File: src/rtl/eic_cfg.svh
// constants of the edge interrupt controller: offsets, positions, resets
`ifndef EIC_CFG_SVH
`define EIC_CFG_SVH

// ==========================================================
// register byte offsets
`define EIC_ADDR_WIDTH 8
`define EIC_OFF_ENABLE 8'h00
`define EIC_OFF_POLARITY 8'h04
`define EIC_OFF_ROUTE 8'h08
`define EIC_OFF_PENDING 8'h0c
`define EIC_OFF_FAST 8'h10
`define EIC_OFF_NORMAL 8'h14
`define EIC_OFF_CLEAR 8'h18
`define EIC_OFF_LEVEL 8'h1c

// ==========================================================
// reset values
`define EIC_RST_ENABLE 32'h00000000
`define EIC_RST_POLARITY 32'h00000000
`define EIC_RST_ROUTE 32'h00000000
`define EIC_RST_PENDING 32'h00000000

// ==========================================================
// source map
`define EIC_MASK_VALID 32'h1dffffbf
`define EIC_MASK_EXTERNAL 32'h1ce20080
`define EIC_MASK_INTERNAL 32'h011dff3f
`define EIC_BIT_TIMER_A 0
`define EIC_BIT_TIMER_B 1
`define EIC_BIT_DATA_BAUD 2
`define EIC_BIT_DEBUG_BAUD 3
`define EIC_BIT_RTC_ALARM 4
`define EIC_BIT_SMART_CARD 5
`define EIC_BIT_DMA_BASE 8
`define EIC_BIT_SIGNAL_PROC 13
`define EIC_BIT_DATA_TX 14
`define EIC_BIT_DATA_RX_START 15
`define EIC_BIT_DATA_RX 16
`define EIC_BIT_DEBUG_TX 18
`define EIC_BIT_AUTOBAUD 19
`define EIC_BIT_DEBUG_RX 20
`define EIC_BIT_KEYPAD 24
`define EIC_GPIO_LINES 8
`define EIC_DMA_CHANNELS 5
`define EIC_SYNC_FILL 2'h3

`endif

File: src/rtl/eic_pkg.sv
// types and source-map helpers of the edge interrupt controller
package eic_pkg;
	typedef logic [31:0] eic_word_type;

	// bit position of each port b line in the source map
	function automatic int eicGpioPos(input int line);
		case (line)
			0: eicGpioPos = 17;
			1: eicGpioPos = 27;
			2: eicGpioPos = 7;
			3: eicGpioPos = 21;
			4: eicGpioPos = 23;
			5: eicGpioPos = 22;
			6: eicGpioPos = 28;
			default: eicGpioPos = 26;
		endcase
	endfunction
endpackage

File: src/rtl/eic_edge_if.sv
// carrier between the controller and its pin edge detector
interface eic_edge_if #(parameter int WIDTH = 8);
	logic clockEnable;
	logic [WIDTH-1:0] rawLine;
	logic [WIDTH-1:0] fallingSelect;
	logic [WIDTH-1:0] edgeEvent;
	logic [WIDTH-1:0] lineLevel;

	modport detector (
		input clockEnable,
		input rawLine,
		input fallingSelect,
		output edgeEvent,
		output lineLevel
	);
	modport controller (
		output clockEnable,
		output rawLine,
		output fallingSelect,
		input edgeEvent,
		input lineLevel
	);
endinterface

File: src/rtl/eic_edge_detect.sv
// pin synchroniser and polarity-selected edge detector for port b lines
`include "eic_cfg.svh"

module eic_edge_detect #(parameter int WIDTH = 8)
(
	// clock and reset
	input wire logic clk,
	input wire logic rst_n,
	// link to the controller
	eic_edge_if.detector link
);
	logic [WIDTH-1:0] stage1;
	logic [WIDTH-1:0] stage2;
	logic [WIDTH-1:0] stage3;
	logic [WIDTH-1:0] settled;
	logic [1:0] fill;
	logic [WIDTH-1:0] next_settled;
	logic [WIDTH-1:0] risen;
	logic [WIDTH-1:0] fallen;
	logic filled;

	// a line counts as changed only once stages two and three agree
	assign next_settled = (stage2 & stage3) | (settled & (stage2 | stage3));
	assign filled = (fill == `EIC_SYNC_FILL);
	assign risen = next_settled & ~settled;
	assign fallen = ~next_settled & settled;
	assign link.edgeEvent = filled ?
		((fallen & link.fallingSelect) | (risen & ~link.fallingSelect)) :
		'0;
	assign link.lineLevel = settled;

	always_ff @(posedge clk)
	begin
		if (!rst_n)
		begin
			stage1 <= '0;
			stage2 <= '0;
			stage3 <= '0;
			settled <= '0;
			fill <= 2'h0;
		end
		else if (link.clockEnable)
		begin
			stage1 <= link.rawLine;
			stage2 <= stage1;
			stage3 <= stage2;
			// until the chain is full the settled level is loaded silently
			settled <= filled ? next_settled : stage2;
			fill <= filled ? fill : fill + 2'h1;
		end
	end
endmodule

File: src/rtl/eic_top.sv
// edge interrupt controller: source map, pending flags, routing, apb
// Operation
// - polarity one falling edge, zero rising edge
// - polarity ignored for internal sources
// - all registers share pending bit positions
// - fast status is pending, enabled, routed fast
// - normal status is pending, enabled, routed normal
// - bits zero to five timers, baud, alarm, card
// - bits eight to twelve dma channels
// - fixed bits for dsp, serial, autobaud, keypad
// - port b lines at their fixed bits
// - pending holds until cleared, internal ones also until source gone
// - route bit one fast, zero normal
// - enable bit gates source onto chosen request
`include "eic_cfg.svh"

module eic_top
	import eic_pkg::*;
(
	// clock, reset and freeze
	input wire logic clk,
	input wire logic rst_n,
	input wire logic clockEnable,
	// apb slave
	input wire logic psel,
	input wire logic penable,
	input wire logic pwrite,
	input wire logic [`EIC_ADDR_WIDTH-1:0] paddr,
	input wire logic [31:0] pwdata,
	output logic [31:0] prdata,
	output logic pready,
	output logic pslverr,
	// internal sources, same clock, active high level
	input wire logic timerA,
	input wire logic timerB,
	input wire logic dataPortBaudGenerator,
	input wire logic debugPortBaudGenerator,
	input wire logic rtcAlarm,
	input wire logic smartCardInterface,
	input wire logic [`EIC_DMA_CHANNELS-1:0] dmaChannel,
	input wire logic signalProcessor,
	input wire logic dataPortTransmit,
	input wire logic dataPortReceiveStart,
	input wire logic dataPortReceive,
	input wire logic debugTransmit,
	input wire logic autobaud,
	input wire logic debugReceive,
	input wire logic keypadPressed,
	// external port b pins, asynchronous
	input wire logic [`EIC_GPIO_LINES-1:0] gpioPortB,
	// requests to the processor core
	output logic fastRequest,
	output logic normalRequest,
	output logic interruptRequest
);
	// ==========================================================
	// helpers

	// status of one request line from pending, enable and route
	function automatic eic_word_type requestStatus(
		input eic_word_type pend,
		input eic_word_type en,
		input eic_word_type route,
		input logic wantFast
	);
		eic_word_type chosen;
		chosen = wantFast ? route : ~route;
		requestStatus = pend & en & chosen & `EIC_MASK_VALID;
	endfunction

	// one-hot style address match of a register offset
	function automatic logic hit(
		input logic [`EIC_ADDR_WIDTH-1:0] addr,
		input logic [`EIC_ADDR_WIDTH-1:0] offset
	);
		hit = (addr == offset);
	endfunction

	// masks as vectors so that single bits can be selected
	localparam eic_word_type VALID_MASK = `EIC_MASK_VALID;
	localparam eic_word_type EXTERNAL_MASK = `EIC_MASK_EXTERNAL;

	// ==========================================================
	// registers and wires

	eic_word_type sourceEnableMask;
	eic_word_type externalEdgePolarity;
	eic_word_type fastRouteSelect;
	eic_word_type sourcePendingFlags;
	eic_word_type rawSourceLevel;
	eic_word_type next_sourcePendingFlags;
	eic_word_type internalLevel;
	eic_word_type externalEvent;
	eic_word_type sourceSet;
	eic_word_type sourceClear;
	eic_word_type fastRequestStatus;
	eic_word_type normalRequestStatus;
	eic_word_type readValue;
	eic_word_type gpioLevel;
	logic setupPhase;
	logic accessDone;
	logic writeDone;
	logic hitEnable;
	logic hitPolarity;
	logic hitRoute;
	logic hitPending;
	logic hitFast;
	logic hitNormal;
	logic hitClear;
	logic hitLevel;
	logic mapped;
	logic next_fastRequest;
	logic next_normalRequest;
	// next values of the configuration, level and answer flops
	eic_word_type next_sourceEnableMask;
	eic_word_type next_externalEdgePolarity;
	eic_word_type next_fastRouteSelect;
	eic_word_type next_rawSourceLevel;
	eic_word_type next_prdata;
	logic next_pready;
	logic next_pslverr;
	logic loadEnable;
	logic loadPolarity;
	logic loadRoute;

	eic_edge_if #(.WIDTH(`EIC_GPIO_LINES)) edgeLink ();

	// ==========================================================
	// apb decode

	// a transfer still waiting for its answer; a freeze on the setup edge
	// lets it run on into the access phase without being lost
	assign setupPhase = psel & ~pready;
	assign accessDone = psel & penable & pready;
	assign writeDone = accessDone & pwrite;
	assign hitEnable = hit(paddr, `EIC_OFF_ENABLE);
	assign hitPolarity = hit(paddr, `EIC_OFF_POLARITY);
	assign hitRoute = hit(paddr, `EIC_OFF_ROUTE);
	assign hitPending = hit(paddr, `EIC_OFF_PENDING);
	assign hitFast = hit(paddr, `EIC_OFF_FAST);
	assign hitNormal = hit(paddr, `EIC_OFF_NORMAL);
	assign hitClear = hit(paddr, `EIC_OFF_CLEAR);
	assign hitLevel = hit(paddr, `EIC_OFF_LEVEL);
	assign mapped = hitEnable | hitPolarity | hitRoute | hitPending |
		hitFast | hitNormal | hitClear | hitLevel;

	// read mux; clear register is write only and reads zero
	always_comb
	begin
		if (hitEnable)
			readValue = sourceEnableMask;
		else if (hitPolarity)
			readValue = externalEdgePolarity;
		else if (hitRoute)
			readValue = fastRouteSelect;
		else if (hitPending)
			readValue = sourcePendingFlags;
		else if (hitFast)
			readValue = fastRequestStatus;
		else if (hitNormal)
			readValue = normalRequestStatus;
		else if (hitLevel)
			readValue = rawSourceLevel;
		else
			readValue = '0;
	end

	// ==========================================================
	// source map

	// internal sources placed at their fixed positions
	always_comb
	begin
		internalLevel = '0;
		internalLevel[`EIC_BIT_TIMER_A] = timerA;
		internalLevel[`EIC_BIT_TIMER_B] = timerB;
		internalLevel[`EIC_BIT_DATA_BAUD] = dataPortBaudGenerator;
		internalLevel[`EIC_BIT_DEBUG_BAUD] = debugPortBaudGenerator;
		internalLevel[`EIC_BIT_RTC_ALARM] = rtcAlarm;
		internalLevel[`EIC_BIT_SMART_CARD] = smartCardInterface;
		internalLevel[`EIC_BIT_DMA_BASE +: `EIC_DMA_CHANNELS] =
			dmaChannel;
		internalLevel[`EIC_BIT_SIGNAL_PROC] = signalProcessor;
		internalLevel[`EIC_BIT_DATA_TX] = dataPortTransmit;
		internalLevel[`EIC_BIT_DATA_RX_START] = dataPortReceiveStart;
		internalLevel[`EIC_BIT_DATA_RX] = dataPortReceive;
		internalLevel[`EIC_BIT_DEBUG_TX] = debugTransmit;
		internalLevel[`EIC_BIT_AUTOBAUD] = autobaud;
		internalLevel[`EIC_BIT_DEBUG_RX] = debugReceive;
		internalLevel[`EIC_BIT_KEYPAD] = keypadPressed;
	end

	// port b lines to and from their source positions; the level view
	// takes each pin after its synchroniser, never the raw pin
	genvar line;
	generate
		for (line = 0; line < `EIC_GPIO_LINES; line++)
		begin : gpioMap
			assign edgeLink.fallingSelect[line] =
				externalEdgePolarity[eicGpioPos(line)];
			assign externalEvent[eicGpioPos(line)] =
				edgeLink.edgeEvent[line];
			assign gpioLevel[eicGpioPos(line)] = edgeLink.lineLevel[line];
		end
	endgenerate

	// positions without a port b line carry no event
	generate
		for (line = 0; line < 32; line++)
		begin : gpioIdle
			if (!EXTERNAL_MASK[line])
			begin : none
				assign externalEvent[line] = 1'b0;
				assign gpioLevel[line] = 1'b0;
			end
		end
	endgenerate

	assign edgeLink.clockEnable = clockEnable;
	assign edgeLink.rawLine = gpioPortB;

	eic_edge_detect #(.WIDTH(`EIC_GPIO_LINES)) edgeDetect (
		.clk(clk),
		.rst_n(rst_n),
		.link(edgeLink)
	);

	// ==========================================================
	// pending flags

	// internal sources are detected by level, never by the polarity bits
	assign sourceSet = ((internalLevel & `EIC_MASK_INTERNAL) |
		(externalEvent & `EIC_MASK_EXTERNAL)) & `EIC_MASK_VALID;

	// a clear of an internal source only takes where its level has gone away
	assign sourceClear = (writeDone & hitClear) ?
		(pwdata & ~internalLevel) : '0;

	// set wins over a clear in the same cycle
	assign next_sourcePendingFlags =
		((sourcePendingFlags & ~sourceClear) | sourceSet) &
		`EIC_MASK_VALID;

	// level view of every source, registered once like the flags
	assign next_rawSourceLevel = (internalLevel | gpioLevel) & VALID_MASK;

	// ==========================================================
	// request status and outputs

	assign fastRequestStatus = requestStatus(sourcePendingFlags,
		sourceEnableMask, fastRouteSelect, 1'b1);
	assign normalRequestStatus = requestStatus(sourcePendingFlags,
		sourceEnableMask, fastRouteSelect, 1'b0);
	// requests follow their status one edge later
	assign next_fastRequest = |fastRequestStatus;
	assign next_normalRequest = |normalRequestStatus;

	always_ff @(posedge clk)
	begin
		if (!rst_n)
		begin
			fastRequest <= 1'b0;
			normalRequest <= 1'b0;
			interruptRequest <= 1'b0;
		end
		else if (clockEnable)
		begin
			fastRequest <= next_fastRequest;
			normalRequest <= next_normalRequest;
			interruptRequest <= next_fastRequest | next_normalRequest;
		end
	end

	// ==========================================================
	// configuration registers

	// a register loads only on the completing edge of a write to it;
	// writes to read-only or unmapped offsets load nothing
	assign loadEnable = writeDone & hitEnable;
	assign loadPolarity = writeDone & hitPolarity;
	assign loadRoute = writeDone & hitRoute;
	assign next_sourceEnableMask = loadEnable ?
		(pwdata & VALID_MASK) : sourceEnableMask;
	assign next_externalEdgePolarity = loadPolarity ?
		(pwdata & EXTERNAL_MASK) : externalEdgePolarity;
	assign next_fastRouteSelect = loadRoute ?
		(pwdata & VALID_MASK) : fastRouteSelect;

	always_ff @(posedge clk)
	begin
		if (!rst_n)
		begin
			sourceEnableMask <= `EIC_RST_ENABLE;
			externalEdgePolarity <= `EIC_RST_POLARITY;
			fastRouteSelect <= `EIC_RST_ROUTE;
		end
		else if (clockEnable)
		begin
			sourceEnableMask <= next_sourceEnableMask;
			externalEdgePolarity <= next_externalEdgePolarity;
			fastRouteSelect <= next_fastRouteSelect;
		end
	end

	always_ff @(posedge clk)
	begin
		if (!rst_n)
		begin
			sourcePendingFlags <= `EIC_RST_PENDING;
			rawSourceLevel <= '0;
		end
		else if (clockEnable)
		begin
			sourcePendingFlags <= next_sourcePendingFlags;
			rawSourceLevel <= next_rawSourceLevel;
		end
	end

	// ==========================================================
	// apb answer: ready in the cycle after setup, zero wait states

	// one answer per transfer, as a single-cycle pulse
	assign next_pready = setupPhase;
	assign next_pslverr = setupPhase & ~mapped;
	assign next_prdata = (setupPhase && !pwrite) ? readValue : '0;

	always_ff @(posedge clk)
	begin
		if (!rst_n)
		begin
			prdata <= '0;
			pready <= 1'b0;
			pslverr <= 1'b0;
		end
		else if (clockEnable)
		begin
			pready <= next_pready;
			pslverr <= next_pslverr;
			prdata <= next_prdata;
		end
	end
endmodule

File: config.mk
export PLATFORM = sky130hd
export DESIGN_NAME = eic_top
export DESIGN_NICKNAME = d
export VERILOG_FILES = /design/src/rtl/eic_pkg.sv /design/src/rtl/eic_edge_if.sv /design/src/rtl/eic_edge_detect.sv /design/src/rtl/eic_top.sv
export VERILOG_INCLUDE_DIRS = /design/src /design/src/rtl
export SDC_FILE = /design/constraint.sdc
export NUM_CORES = 1
export LEC_CHECK = 0
export BUFFER_PORTS_ARGS = -buffer_cell sky130_fd_sc_hd__buf_4
export CAP_MARGIN = 15
export CORE_MARGIN = 5
export CORE_UTILIZATION = 59
export DETAILED_ROUTE_END_ITERATION = 16
export HOLD_SLACK_MARGIN = 0.1
export PLACE_DENSITY = 0.82
export SLEW_MARGIN = 0
export SYNTH_ARGS = -nofsm -noshare
export SYNTH_HDL_FRONTEND = slang
export SYNTH_HIERARCHICAL = 1
export SYNTH_SLANG_ARGS = --single-unit
File: constraint.sdc
create_clock -name clk -period 2.1 [get_ports clk]
set_input_delay 0.21 -clock clk [delete_from_list [all_inputs] [get_ports clk]]
set_output_delay 0.21 -clock clk [all_outputs]
set_load 0.05 [all_outputs]
---- Word level (Yosys, flattened, before mapping) ----
Cells that the tools add are included.
Widths: inputs -> output; s select.
storage, ports and cells
  bits in registers ....................... 187
  input bits .............................. 73
cells by class
  add/subtract/negate cells ............... 1
  eq/ne operators ......................... 8
  multiplexer cells ....................... 11
  bitwise operators ....................... 43
  reduce and logical (&&, ||, !) cells .... 9
operators by type and width
  operator             number
  $mux 29              8
  $and 29x29->29       5
  $not 29->29          2
  $or 25x29->29        2
  $reduce_or 27->1     2
  $and 8x8->8          6
  $eq 8x5->1 const B   4
  $mux 32              1
  $not 25->29          1
  $or 29x29->29        1
  $not 8->8            3
  $or 8x8->8           3
  $eq 8x4->1 const B   2
  $mux 8               2
  $and 1x1->1          9
  $eq 8x3->1 const B   1
  $logic_not 8->1      1
  $or 1x1->1           8
  $reduce_and 2->1     4
  $not 1->1            3
  $add 2x1->2 const B  1
  $eq 2x2->1 const B   1
  $logic_and 1x1->1    1
  $logic_not 1->1      1

---- Longest topological paths before layout ----
  depth after elaboration ................. 10
  gate-level depth with buffers ........... 8
  depth with buffers taken out ............ 5

---- Hierarchy ----
The synthesis kept the hierarchy.
modules (own cells, without submodules)
  module           instances  cells each  area an instance (um2)  sequential area each (um2)
  eic_top          1          907         7512.2                  2962.8
  eic_edge_detect  1          174         1681.6                  680.7

---- Worst setup path after synthesis ----
No wires, ideal clock.
  path kind ............................... reg-to-reg
  from .................................... register pready
  to ...................................... register prdata[14]
  arrival ................................. 1965 ps
  required time ........................... 2039 ps
  path slack .............................. 75 ps
  cell stages (with the launch flop) ...... 6
  path buffers ............................ 0
  period minus slack after synthesis ...... 2025 ps
  cell sequence ........................... dfxtp_1 -> nor2b_1 -> nand4b_1 -> or4_1 -> a2111oi_0 -> a221o_1
on the way
  longest elaborated chain between the ends .. 4
RTL lines
  item                    line            text
  from (decl)             eic_top.sv:31   output logic pready,
  from (signal assigned)  eic_top.sv:337  pready <= next_pready;
  $not 1->1               eic_top.sv:133  assign setupPhase = psel & ~pready;
  $and 1x1->1             eic_top.sv:133
  $logic_and 1x1->1       eic_top.sv:325  assign next_prdata = (setupPhase && !pwrite) ? readValue : '0;
  $mux 32                 eic_top.sv:325
  to (signal assigned)    eic_top.sv:339  prdata <= next_prdata;
  to (decl)               eic_top.sv:30   output logic [31:0] prdata,
No other way between the ends.
A chain may end at the register's enable or synchronous reset.

---- Worst setup path after layout ----
  from .................................... input paddr[7]
  to ...................................... register sourcePendingFlags[4]
on the way
  longest elaborated chain between the ends .. 6
RTL lines
  item                  line            text
  from (decl)           eic_top.sv:28   input wire logic [`EIC_ADDR_WIDTH-1:0] paddr,
  $eq 8x5->1            eic_top.sv:76   hit = (addr == offset);
  $and 1x1->1           eic_top.sv:236  assign sourceClear = (writeDone & hitClear) ?
  $mux 29               eic_top.sv:236
  $not 29->29           eic_top.sv:241  ((sourcePendingFlags & ~sourceClear) | sourceSet) &
  $and 29x29->29        eic_top.sv:241
  $or 29x29->29         eic_top.sv:241
  to (signal assigned)  eic_top.sv:309  sourcePendingFlags <= `EIC_RST_PENDING;
  to (signal assigned)  eic_top.sv:314  sourcePendingFlags <= next_sourcePendingFlags;
  to (decl)             eic_top.sv:89   eic_word_type sourcePendingFlags;
No other way between the ends.

==> metrics <==
result of the run=finished clean; most common cell in the synthesized netlist=sky130_fd_sc_hd__dfxtp_1; leading cell types by count after synthesis=182 x sky130_fd_sc_hd__dfxtp_1, 174 x sky130_fd_sc_hd__nand2_1, 82 x sky130_fd_sc_hd__nor2b_1; Max Transition Viols Final=0; mean instance size in the synthesized netlist=8.505 um^2; first-pass GRT wire length=43.70 mm; final cell count without fillers=1,443; Inserted Clock Buffers=17; share of async-settable or async-resettable flops after synthesis=0; number of antenna violations at the first check in global routing=0; number of global-route vias before repair=8,512; Clock Root Buffer=sky130_fd_sc_hd__clkbuf_16; post-route fraction of the period consumed by the critical path=0.9700; CP Class=in -> reg; vias per inst=6.188; GRT Resource Usage Total=0.2985; number of library cell types mapped by synthesis=62; via count=8,930; Min-Delay Path Class=in -> reg; Slew headroom=0.6084; crit path launch type=input port; number of remaining DRC errors=0; final-report hold violation count=0; drt first-iter violations=1,162; sequential cell fraction of total power=0.468; power consumption=0.007666 W; switching share of total power=0.2476; number of diodes=0; Reg2Reg Setup Slack=0.18 ns; cell type with the largest total area after synthesis=sky130_fd_sc_hd__dfxtp_1; synthesized cell area=9194 um^2; final layout net count=1,293; Synth Warn #=6; critical register-to-register path startpoint=pready; achievable clock frequency=0.4909 GHz; count of flip-flops with a built-in enable after synthesis=0; half-perimeter wire length of the detailed placement result=17.44 mm; main flop type after synthesis=sky130_fd_sc_hd__dfxtp_1; peak ir drop on the vdd network=0.0007840 V; fraction of layout instances using a drive strength above 1=0.1558; slew at the pin closest to its max-slew limit=0.5873 ns; CP endpoint=sourcePendingFlags[4]; I/O pins=110; proportion of power drawn by combinational gates=0.097; type of destination of the critical path=register; Worst Reg2Reg Path Length in Cells=7; power density over the cells=673.1 nW/um^2; aggregate negative setup slack=0 ns; maximum fanout along the worst path=10; worst endpoint required time=2.42 ns; number of endpoints failing setup at the final stage=0; detailed-routing iteration count for the pre-antenna-repair pass=7; Num Clock Sinks=182; post-synthesis sequential element count=182; end of the worst register-to-register path=sourcePendingFlags[4]; placed instance count=1,356; Total Routed Length=27.55 mm; core area=15,260 um^2; aggregate global routing overflow=0; post-synth top area share=0.3963; clock tree buffer depth=2; portion of the post-synthesis area used by sequential elements=0.3963; Final ANT Viol Nets=0; IO buf count=99; Clock power frac=0.435; final setup skew=0.01007 ns; CTS tree=done; fill cell instance count of the final layout=1,079; full die area=18,180 um^2; weighted congestion at the end of routability-driven global placement=0.8966; Arrival @ worst endpoint=2.36 ns; design internal power=0.005768 W; Synth-to-Final Area Change=23.87%; number of max-capacitance violations reported=0; source-to-sink clock delay at the later pin of the worst-skew pair=0.44 ns; Routed wire per std cell=19.09 um; clock slew at reported path FFs=0.07 ns; most area-consuming cells after synthesis=sky130_fd_sc_hd__dfxtp_1 40%, sky130_fd_sc_hd__mux2i_1 8.5%, sky130_fd_sc_hd__nand2_1 7.1%; H-Tree Depth=4; Crit. Startpoint=paddr[7]; number of cells produced by synthesis=1,081; power spent charging and discharging nets=0.001898 W; number of core rows=45; Die Width=134.8 um; P_leak=4.450 nW; pin count of the biggest net entering global routing=101; minimum period implied by the final worst setup slack=2.037 ns; height of the chip=134.8 um; starting utilization of the core area=0.6025
## critical path, stage by stage
cell and delay, ns:
sky130_fd_sc_hd__buf_4 0.13, sky130_fd_sc_hd__or4b_1 0.64, sky130_fd_sc_hd__nor4_4 0.40, sky130_fd_sc_hd__buf_6 0.22
sky130_fd_sc_hd__nand2_1 0.06, sky130_fd_sc_hd__nand2_1 0.06, sky130_fd_sc_hd__a21boi_0 0.07, sky130_fd_sc_hd__dlygate4sd3_1 0.55
## cell type report
type / count / area, um^2 / share of cell area
Timing Repair Buffer: 196 / 1675 / 0.1471
Clock buffer: 19 / 432.9 / 0.03801
Clock inverter: 13 / 171.4 / 0.01505
Sequential cell: 182 / 3643 / 0.3199
Tap cell: 211 / 264.0 / 0.02318
Multi-Input combinational cell: 817 / 5182 / 0.4551
Inverter: 5 / 18.77 / 0.001648
## per-layer routing
| metal | global-route usage | up-vias | part of all wire |
|---|---|---|---|
| met3 | 0.07638 | 81 | 0.10 |
| met4 | 0.1063 | 0 | 0.027 |
| met5 | 0 | - | 0 |
| li1 | - | 4122 | - |
| met1 | 0.3890 | 4199 | 0.41 |
| met2 | 0.4811 | 528 | 0.47 |
## power by group through the flow
stage          clock network [W]  registers, W  logic (W)
2_1_floorplan                  0       0.00366   0.000390
4_1_cts                  0.00333       0.00359   0.000728
6_report                 0.00333       0.00359   0.000744
3_5_place_dp                   0       0.00366   0.000643
5_1_grt                  0.00350       0.00360   0.000796
3_3_place_gp                   0       0.00366   0.000630
## cells in the final DEF (no fill, tap or decap), types with 6 or more instances in the layout
master / netlist / routed
sky130_fd_sc_hd__clkbuf_16: 0 / 17
sky130_fd_sc_hd__a311oi_1: 8 / 8
sky130_fd_sc_hd__a21oi_1: 77 / 77
sky130_fd_sc_hd__nand2b_1: 24 / 24
sky130_fd_sc_hd__nand2_1: 174 / 174
sky130_fd_sc_hd__nand3b_1: 15 / 15
sky130_fd_sc_hd__o31ai_1: 6 / 6
sky130_fd_sc_hd__a21o_1: 14 / 14
sky130_fd_sc_hd__nand4_1: 8 / 8
sky130_fd_sc_hd__dfxtp_1: 182 / 182
sky130_fd_sc_hd__nand3_1: 32 / 30
sky130_fd_sc_hd__o21a_1: 8 / 8
sky130_fd_sc_hd__nor3_1: 26 / 25
sky130_fd_sc_hd__o22ai_1: 21 / 21
sky130_fd_sc_hd__xnor2_1: 11 / 11
sky130_fd_sc_hd__a22o_1: 15 / 15
sky130_fd_sc_hd__a21boi_0: 61 / 61
sky130_fd_sc_hd__buf_4: 7 / 135
sky130_fd_sc_hd__o21ai_0: 46 / 46
sky130_fd_sc_hd__nor2b_1: 82 / 81
sky130_fd_sc_hd__nor2_1: 10 / 10
sky130_fd_sc_hd__a211oi_1: 6 / 6
sky130_fd_sc_hd__mux2i_1: 78 / 78
sky130_fd_sc_hd__dlygate4sd3_1: 0 / 55
sky130_fd_sc_hd__a22oi_1: 16 / 16
## worst min-delay path by stage
stage,startpoint,to,cells past startpoint
after floorplan,pwdata[13],sourceEnableMask[13],2
after global placement,prdata[19],prdata[19],2
after detailed placement,prdata[18],prdata[18],2
after CTS,dataPortTransmit,rawSourceLevel[14],3
after global routing,dataPortTransmit,sourcePendingFlags[14],3
final,dataPortTransmit,rawSourceLevel[14],3
## registers in the layout (all words and copies together), names as in the netlist, 8 cells and up
| signal | cells |
|---|---|
| edgeDetect/link.lineLevel | 8 |
| edgeDetect/stage1 | 8 |
| edgeDetect/stage2 | 8 |
| edgeDetect/stage3 | 8 |
| externalEdgePolarity | 8 |
| fastRouteSelect | 27 |
| prdata | 27 |
| rawSourceLevel | 27 |
| sourceEnableMask | 27 |
| sourcePendingFlags | 27 |
## through the flow
| stage | hold slack (ns) | instance area, um^2 | setup slack (ns) | utilization |
|---|---|---|---|---|
| after floorplan | 0.3448 | 9209 | 0.07481 | - |
| final | 0.1143 | 11390 | 0.06306 | 0.7464 |
| after CTS | 0.1077 | 11380 | 0.03208 | 0.7458 |
| after global placement | 0.4302 | 10220 | 0.1081 | 0.6701 |
| after global routing | 0.1482 | 11390 | -0.02226 | 0.7464 |
| after detailed placement | 0.4371 | 10220 | 0.07579 | 0.6701 |
## kinds of logic after synthesis
group                    count (synthesis)  share of synthesized area
AO/OA/AOI/OAI                          302                     0.2164
XOR/XNOR                                16                    0.01524
adder cells (fa/ha/maj)                  1                   0.001361
buffers and inverters                   86                    0.04682
flip-flops                             182                     0.3963
multiplexers                            80                    0.08737
other                                    1                  0.0004079
AND/OR/NAND/NOR                        413                     0.2361
## timing repair
action	CTS	global route
hold buffers	55	0
resized for setup	0	2
hold endpoints to repair	101	0
endpoints found under the setup margin	0	1
buffers inserted	0	1
Note: power is estimated with default switching activity, not from simulation.
